[config.mk]
export PLATFORM = sky130hd
export DESIGN_NAME = timer_channel_irq_mask
export DESIGN_NICKNAME = d
export VERILOG_FILES = /design/src/inc/timer_irq_pkg.sv /design/src/inc/flag_bus_if.sv /design/src/rtl/status_flags.sv /design/src/rtl/timer_channel_irq_mask.sv
export SDC_FILE = /design/constraint.sdc
export NUM_CORES = 1
export LEC_CHECK = 0
export ABC_AREA = 1
export BUFFER_PORTS_ARGS = -buffer_cell sky130_fd_sc_hd__buf_2
export CAP_MARGIN = 40
export CORE_ASPECT_RATIO = 0.5
export CORE_MARGIN = 5
export CORE_UTILIZATION = 50
export CTS_CLUSTER_SIZE = 24
export DETAILED_ROUTE_END_ITERATION = 10
export GPL_TIMING_DRIVEN = 0
export HOLD_SLACK_MARGIN = 0.03
export PLACE_DENSITY = 0.95
export SLEW_MARGIN = 20
export SYNTH_ARGS = -nofsm -noshare
export SYNTH_HDL_FRONTEND = slang
export SYNTH_SLANG_ARGS = --single-unit
export TNS_END_PERCENT = 30
[constraint.sdc]
create_clock -name aclk -period 2.6 [get_ports aclk]
set_input_delay 0.52 -clock aclk [delete_from_list [all_inputs] [get_ports aclk]]
set_output_delay 0.52 -clock aclk [all_outputs]
set_load 0.05 [all_outputs]
[src/inc/timer_irq_pkg.sv]
// Package with register map, field layout and constants of the timer channel interrupt block.
// Functional notes
// RULE1 - Enable, disable, mask share one eight-bit layout.
// RULE2 - Enable write sets mask bits written one.
// RULE3 - Disable write clears mask bits written one.
// RULE4 - Mask view reads one per enabled source.
// RULE5 - Overrun and capture loads only in capture mode.
// RULE6 - Compare A and B only in waveform mode.
// RULE7 - Compare C, overflow, trigger in both modes.
// RULE8 - Flags set on event, cleared by status read.
// RULE9 - Waveform select one waveform, zero capture.
// RULE10 - Irq when flag and mask set; masks reset zero.
package timer_irq_pkg;
    localparam int SRC_COUNT = 8;
    localparam int ADDR_W = 8;
    // Byte addresses of the registers.
    localparam logic [ADDR_W-1:0] OFS_STATUS = 8'h20;
    localparam logic [ADDR_W-1:0] OFS_ENABLE_SET = 8'h24;
    localparam logic [ADDR_W-1:0] OFS_ENABLE_CLEAR = 8'h28;
    localparam logic [ADDR_W-1:0] OFS_MASK_VIEW = 8'h2C;
    localparam logic [ADDR_W-1:0] OFS_MODE = 8'h30;
    // Bit positions of the eight sources.
    localparam int BIT_OVERFLOW = 0;
    localparam int BIT_OVERRUN = 1;
    localparam int BIT_COMPARE_A = 2;
    localparam int BIT_COMPARE_B = 3;
    localparam int BIT_COMPARE_C = 4;
    localparam int BIT_LOAD_A = 5;
    localparam int BIT_LOAD_B = 6;
    localparam int BIT_TRIGGER = 7;
    localparam int BIT_WAVE = 0;
    // Sources that apply only in one mode.
    localparam logic [7:0] CAPTURE_ONLY = 8'h62;
    localparam logic [7:0] WAVE_ONLY = 8'h0C;
    localparam logic [7:0] MASK_RESET = 8'h00;
    localparam logic [7:0] FLAG_RESET = 8'h00;
    localparam logic WAVE_RESET = 1'h0;
    localparam logic [1:0] RESP_OKAY = 2'h0;
    localparam logic [1:0] RESP_SLVERR = 2'h2;
endpackage : timer_irq_pkg

[src/inc/flag_bus_if.sv]
// Interface carrying status flags and their clear strobe between modules.
`timescale 1ns/1ps
interface flag_bus_if;
    logic [7:0] flags;
    logic clear;
    modport owner (output flags, input clear);
    modport user (input flags, output clear);
endinterface : flag_bus_if

[src/rtl/status_flags.sv]
// Sticky status flags, gated by mode, cleared on a status read.
`timescale 1ns/1ps
module status_flags
    import timer_irq_pkg::*;
(
    // Clock and reset.
    input wire logic aclk,
    input wire logic aresetn,
    // Events and mode.
    input wire logic [7:0] events,
    input wire logic wave,
    // Flag link.
    flag_bus_if.owner fb
);
    logic [7:0] flags;
    logic [7:0] next_flags;
    logic [7:0] allowed;

    // Mode gating and sticky set with the set winning over the read clear.
    always_comb begin
        allowed = 8'hFF;
        if (wave) begin // [RULE9]
            allowed = allowed & ~CAPTURE_ONLY; // [RULE5]
        end else begin
            allowed = allowed & ~WAVE_ONLY; // [RULE6]
        end
        next_flags = fb.clear ? 8'h00 : flags; // [RULE8]
        next_flags = next_flags | (events & allowed); // [RULE7]
    end

    // Flag registers.
    always_ff @(posedge aclk) begin
        if (!aresetn) begin
            flags <= FLAG_RESET;
        end else begin
            flags <= next_flags;
        end
    end

    assign fb.flags = flags;
endmodule : status_flags

[src/rtl/timer_channel_irq_mask.sv]
// Timer channel interrupt mask block with an AXI4-Lite register slave.
//
// The AXI4-Lite interface to the registers and the register offsets were chosen for this implementation.
`timescale 1ns/1ps
module timer_channel_irq_mask
    import timer_irq_pkg::*;
(
    // Clock and reset.
    input wire logic aclk,
    input wire logic aresetn,
    // AXI4-Lite write address and data.
    input wire logic [ADDR_W-1:0] s_axi_awaddr,
    input wire logic s_axi_awvalid,
    output logic s_axi_awready,
    input wire logic [31:0] s_axi_wdata,
    input wire logic [3:0] s_axi_wstrb,
    input wire logic s_axi_wvalid,
    output logic s_axi_wready,
    // AXI4-Lite write response.
    output logic [1:0] s_axi_bresp,
    output logic s_axi_bvalid,
    input wire logic s_axi_bready,
    // AXI4-Lite read.
    input wire logic [ADDR_W-1:0] s_axi_araddr,
    input wire logic s_axi_arvalid,
    output logic s_axi_arready,
    output logic [31:0] s_axi_rdata,
    output logic [1:0] s_axi_rresp,
    output logic s_axi_rvalid,
    input wire logic s_axi_rready,
    // Event pulses from the counter logic, same clock.
    input wire logic [7:0] events,
    // Mode and interrupt.
    output logic wave_mode,
    output logic irq
);
    // Flag link to the sticky status flags.
    flag_bus_if fb ();

    // Write channel holding registers and their ready flags.
    logic aw_held;
    logic w_held;
    logic [ADDR_W-1:0] aw_addr;
    logic [31:0] w_data;
    logic [3:0] w_strb;
    logic awready_q;
    logic wready_q;
    logic next_aw_held;
    logic next_w_held;
    logic [ADDR_W-1:0] next_aw_addr;
    logic [31:0] next_w_data;
    logic [3:0] next_w_strb;
    logic next_awready;
    logic next_wready;
    logic do_write;

    // Write response and the software-visible mask and mode.
    logic bvalid;
    logic [1:0] bresp;
    logic [7:0] mask;
    logic wave;
    logic next_bvalid;
    logic [1:0] next_bresp;
    logic [7:0] next_mask;
    logic next_wave;

    // Read answer registers and the read address ready flag.
    logic rvalid;
    logic [31:0] rdata;
    logic [1:0] rresp;
    logic arready_q;
    logic next_rvalid;
    logic [31:0] next_rdata;
    logic [1:0] next_rresp;
    logic next_arready;
    logic rd_clear;

    // Registered interrupt level.
    logic irq_q;
    logic next_irq;

    // The register layout holds exactly eight sources in the low byte.
    if (SRC_COUNT != 8) begin : g_src_check
        $error("source count must be eight");
    end
    // The address must reach the highest register offset.
    if (ADDR_W < 6) begin : g_addr_check
        $error("address too narrow for the register map");
    end

    // Sticky flags; the mode gating of the events lives beside them.
    // The flags see the mode register directly, so a mode write acts at once.
    status_flags u_flags (
        .aclk(aclk),
        .aresetn(aresetn),
        .events(events),
        .wave(wave),
        .fb(fb)
    );

    // Write channel capture; each channel is taken independently.
    // Address and data may arrive in either order; each is held until
    // both are present and the previous response has been accepted.
    always_comb begin
        next_aw_held = aw_held;
        next_w_held = w_held;
        next_aw_addr = aw_addr;
        next_w_data = w_data;
        next_w_strb = w_strb;
        if (s_axi_awvalid && !aw_held) begin
            next_aw_held = 1'b1;
            next_aw_addr = s_axi_awaddr;
        end
        if (s_axi_wvalid && !w_held) begin
            next_w_held = 1'b1;
            next_w_data = s_axi_wdata;
            next_w_strb = s_axi_wstrb;
        end
        // Both halves held and no response pending: perform the write.
        do_write = aw_held && w_held && !bvalid;
        if (do_write) begin
            next_aw_held = 1'b0;
            next_w_held = 1'b0;
        end
        // A channel is ready again in the cycle after its word is used.
        next_awready = !next_aw_held;
        next_wready = !next_w_held;
    end

    // Register writes and write response.
    // Enable and disable act only on bits written as one, so software
    // can change single sources without reading the mask first.
    always_comb begin
        next_mask = mask;
        next_wave = wave;
        next_bvalid = bvalid;
        next_bresp = bresp;
        // The response is retired at the edge where bready is seen high.
        if (bvalid && s_axi_bready) begin
            next_bvalid = 1'b0;
        end
        if (do_write) begin
            next_bvalid = 1'b1;
            next_bresp = RESP_OKAY;
            case (aw_addr)
                // Bits written as zero leave their mask bits alone.
                OFS_ENABLE_SET: begin
                    if (w_strb[0]) begin
                        next_mask = mask | w_data[7:0]; // [RULE2] [RULE1]
                    end
                end
                OFS_ENABLE_CLEAR: begin
                    if (w_strb[0]) begin
                        next_mask = mask & ~w_data[7:0]; // [RULE3] [RULE1]
                    end
                end
                OFS_MODE: begin
                    if (w_strb[0]) begin
                        // Only the waveform select bit is kept.
                        next_wave = w_data[BIT_WAVE]; // [RULE9]
                    end
                end
                // Read-only registers take the write and ignore it.
                OFS_STATUS, OFS_MASK_VIEW: begin
                    next_bresp = RESP_OKAY;
                end
                default: begin
                    // Unmapped addresses answer with a slave error.
                    next_bresp = RESP_SLVERR;
                end
            endcase
        end
    end

    // Read channel; a status read clears the flags as it is answered.
    // The flags are cleared at the edge that takes the address, while
    // the answer carries their value from before that edge.
    always_comb begin
        next_rvalid = rvalid;
        next_rdata = rdata;
        next_rresp = rresp;
        rd_clear = 1'b0;
        // The answer is retired at the edge where rready is seen high.
        if (rvalid && s_axi_rready) begin
            next_rvalid = 1'b0;
        end
        if (s_axi_arvalid && !rvalid) begin
            next_rvalid = 1'b1;
            next_rresp = RESP_OKAY;
            next_rdata = 32'h0000_0000;
            case (s_axi_araddr)
                OFS_STATUS: begin
                    next_rdata[7:0] = fb.flags;
                    rd_clear = 1'b1; // [RULE8]
                end
                OFS_MASK_VIEW: begin
                    next_rdata[7:0] = mask; // [RULE4] [RULE1]
                end
                OFS_MODE: begin
                    // Only the waveform select bit is implemented.
                    next_rdata[BIT_WAVE] = wave;
                end
                // Write-only registers read as zero.
                OFS_ENABLE_SET, OFS_ENABLE_CLEAR: begin
                    next_rdata = 32'h0000_0000;
                end
                default: begin
                    // Unmapped addresses answer with a slave error.
                    next_rresp = RESP_SLVERR;
                end
            endcase
        end
    end

    // The read address is refused while an answer is waiting.
    always_comb begin
        next_arready = !next_rvalid;
    end

    // Clear strobe to the flags, one cycle wide.
    assign fb.clear = rd_clear;

    // Interrupt level from flags and masks, registered.
    // A flag whose mask bit is clear stays visible in the status
    // register but never reaches the interrupt line.
    always_comb begin
        next_irq = |(fb.flags & mask); // [RULE10]
    end

    // Every register below resets synchronously; while reset is low the
    // bus shows ready on the request channels and no pending answer, so
    // a request raised at the first edge after release is taken.

    // Write channel registers; the ready flags come straight from flops.
    always_ff @(posedge aclk) begin
        if (!aresetn) begin
            aw_held <= 1'b0;
            w_held <= 1'b0;
            aw_addr <= '0;
            w_data <= 32'h0000_0000;
            w_strb <= 4'h0;
            awready_q <= 1'b1;
            wready_q <= 1'b1;
        end else begin
            aw_held <= next_aw_held;
            w_held <= next_w_held;
            aw_addr <= next_aw_addr;
            w_data <= next_w_data;
            w_strb <= next_w_strb;
            awready_q <= next_awready;
            wready_q <= next_wready;
        end
    end

    // Write response, mask and mode registers.
    always_ff @(posedge aclk) begin
        if (!aresetn) begin
            bvalid <= 1'b0;
            bresp <= RESP_OKAY;
            mask <= MASK_RESET; // [RULE10]
            wave <= WAVE_RESET;
        end else begin
            bvalid <= next_bvalid;
            bresp <= next_bresp;
            mask <= next_mask;
            wave <= next_wave;
        end
    end

    // Read answer registers.
    always_ff @(posedge aclk) begin
        if (!aresetn) begin
            rvalid <= 1'b0;
            rdata <= 32'h0000_0000;
            rresp <= RESP_OKAY;
            arready_q <= 1'b1;
        end else begin
            rvalid <= next_rvalid;
            rdata <= next_rdata;
            rresp <= next_rresp;
            arready_q <= next_arready;
        end
    end

    // Interrupt register.
    always_ff @(posedge aclk) begin
        if (!aresetn) begin
            irq_q <= 1'b0;
        end else begin
            irq_q <= next_irq;
        end
    end

    // Outputs straight from flip-flops.
    // The ready flags are flops of their own rather than inverted holding
    // flags, so no gate stands between a flop and a pin.
    assign s_axi_awready = awready_q;
    assign s_axi_wready = wready_q;
    assign s_axi_bvalid = bvalid;
    assign s_axi_bresp = bresp;
    assign s_axi_arready = arready_q;
    assign s_axi_rvalid = rvalid;
    assign s_axi_rdata = rdata;
    assign s_axi_rresp = rresp;
    assign wave_mode = wave;
    assign irq = irq_q;
endmodule : timer_channel_irq_mask

==> metrics.yaml <==
yosysTopAreaCell: "dfxtp_1"
seqCellArea_um2: 1040
antenna_cells: 0
grt_max_degree: 17
cts_buffers: 5
routed_wl_um: 5420
port_buffers: 55
grt_pass1_wl_um: 9050
cp_top_family: "flip-flops"
tns_ps: 0
avgRoutedWirePerCell_um: 11.2
clock_skew_ps: 5.06
start_util_pct: 52.9
drc: 0
syn_area_um2: 2390
cts_setup_buffers: 0
grt_overflow: 0
syn_inst: 330
place_ws_ps: 1050
leakage_nw: 1.43
hold_class: "primary input to flop"
max_cap_viol_count: 0
ir_worst_vdd_mv: 0.382
synth_cell_types: 23
place_inst: 476
syn_area_per_cell_um2: 7.23
die_height_um: 58.9
multi_input_area_um2: 1020
fin_cells: 484
insertion_delay_ps: 310
via_count: 2238
tightest_slew_ps: 522
finalSetupViolCount: 0
cts_tree: "yes"
place_congestion: 0.791
async_reset_ff_share_pct: 0
path_max_fanout: 6
grtUsageTotal_pct: 17.6
drt_iter0_markers: 99
place_hpwl_um: 4190
hold_violations: 0
synth_ff_type: "dfxtp_1"
synth_most_common_cell: "nand2_1"
synthTopCellsByCount: "nand2_1 (54), dfxtp_1 (52), nor2_1 (43)"
yosys_warnings: 0
fillers: 397
holdBufCountCts: 0
clk_pin_slew_worst_paths_ps: 90
core-area_um2: 4510
fp.dieW_um: 108
cts_resized: 0
netlist.area_leader.share_pct: 43.6
report.final.slew_viol_count: 0
rows: 17
grt_pass1_vias: 2168
critPathKind: "flop to primary output"
holdWs_ps: 423
drt.antenna.violating_nets: 0
relSlewSlack_pct: 65.2
powerDensity_nw_per_um2: 580
cts-root-buf: "clkbuf_8"
synth_edf_count: 0
cts_sinks: 52
setup_slack_ps: 981
finalNetCount: 484
worstPathRequired_ps: 2080
ys_seq_area_share_pct: 43.6
cp-end-kind: "primary output"
drtPass1Iterations: 5
dieArea_um2: 6340
netlist_top_cells_area: "dfxtp_1 (44%), buf_4 (8.5%), nand2_1 (8.5%), o21ai_0 (7.5%), nor2_1 (6.8%)"
path_cells: "buf_2"
crit_buf_inv: 1
critical_path_arrival_ps: 1100
htree_levels: 2
start_kind: "flop"
cts_buffer_depth: 2
slowest_stage: "dfxtp_1"
crit_path_max_incr_delay_ps: 480
finalCritPeriodShare_pct: 62.3
max_freq_mhz: 618
ios: 110
rsz0062_at_grt: "no"
viasPerCell: 4.62
status: "completed"
antenna_found_initial: 0
area_growth_pct: 23.6
ys_ff_latch: 52
drive_gt1_share_pct: 25.1
layout_min_cycle_time_ps: 1620
[path summary, 6_finish.rpt]
| check | from | end | slack, ps | cells after the start |
|---|---|---|---|---|
| max | wave_mode | wave_mode | 980 | 1 |
| min | s_axi_bready | s_axi_bvalid | 420 | 2 |
| max reg2reg | aw_addr[7] | flop | 1280 | 6 |
| min reg2reg | w_strb[0] | w_strb[0] | 460 | 2 |
[cell families after synthesis]
group	Yosys count	synth area share, %
AND/OR/NAND/NOR	131	24.2
AO/OA/AOI/OAI	66	14.5
buffers and inverters	80	17.6
other	1	0.157
flip-flops	52	43.6
[layer usage]
layer / GRT usage [%] / share of wire, % / vias up
met5: 0 / 0 / -
met4: 6.29 / 1.3 / 0
met3: 4.38 / 8.9 / 8
met2: 31.5 / 46 / 93
met1: 20.7 / 44 / 968
li1: - / - / 1169
[where the power goes]
group / total [W] / leakage, nW / switching, W / internal, W
clock network: 0.000547 / 0.0541 / 0.000263 / 0.000285
logic: 0.000303 / 0.948 / 0.000211 / 0.0000923
registers: 0.000861 / 0.427 / 0.0000252 / 0.000835
[cell type report]
type                       instances  area share (%)
sequential                        52            35.3
multi-input combinational        223            34.6
timing repair buffer              55            9.33
buffer                            36            8.65
inverter                          44            5.60
tap                               66            2.80
clock buffer                       5            2.33
clock inverter                     3            1.44
[cell usage in the layout, fill, tap and decap left out]
| cell | count |
|---|---|
| a21oi_1 | 25 |
| a221oi_1 | 2 |
| buf_2 | 58 |
| buf_4 | 27 |
| buf_6 | 2 |
| bufinv_16 | 1 |
| clkbuf_1 | 4 |
| clkbuf_8 | 5 |
| clkinv_2 | 1 |
| clkinvlp_4 | 1 |
| conb_1 | 26 |
| dfxtp_1 | 52 |
| inv_1 | 42 |
| inv_2 | 2 |
| nand2_1 | 54 |
| nand2_2 | 1 |
| nand2_4 | 1 |
| nand3_1 | 23 |
| nand3_4 | 1 |
| nand4_1 | 1 |
| nor2_1 | 43 |
| nor2_2 | 3 |
| nor2_4 | 1 |
| nor3_1 | 2 |
| nor3_4 | 1 |
| o21ai_0 | 36 |
| o31ai_1 | 3 |
[metrics by stage]
stage          power, W  instance area [µm²]  utilization [%]
2_1_floorplan   0.00111                 2480                -
3_3_place_gp    0.00117                 2840             63.0
3_5_place_dp    0.00118                 2840             63.0
4_1_cts         0.00172                 2950             65.4
5_1_grt         0.00177                 2950             65.4
6_report        0.00171                 2950             65.4
(Power assumes the default switching activity.)
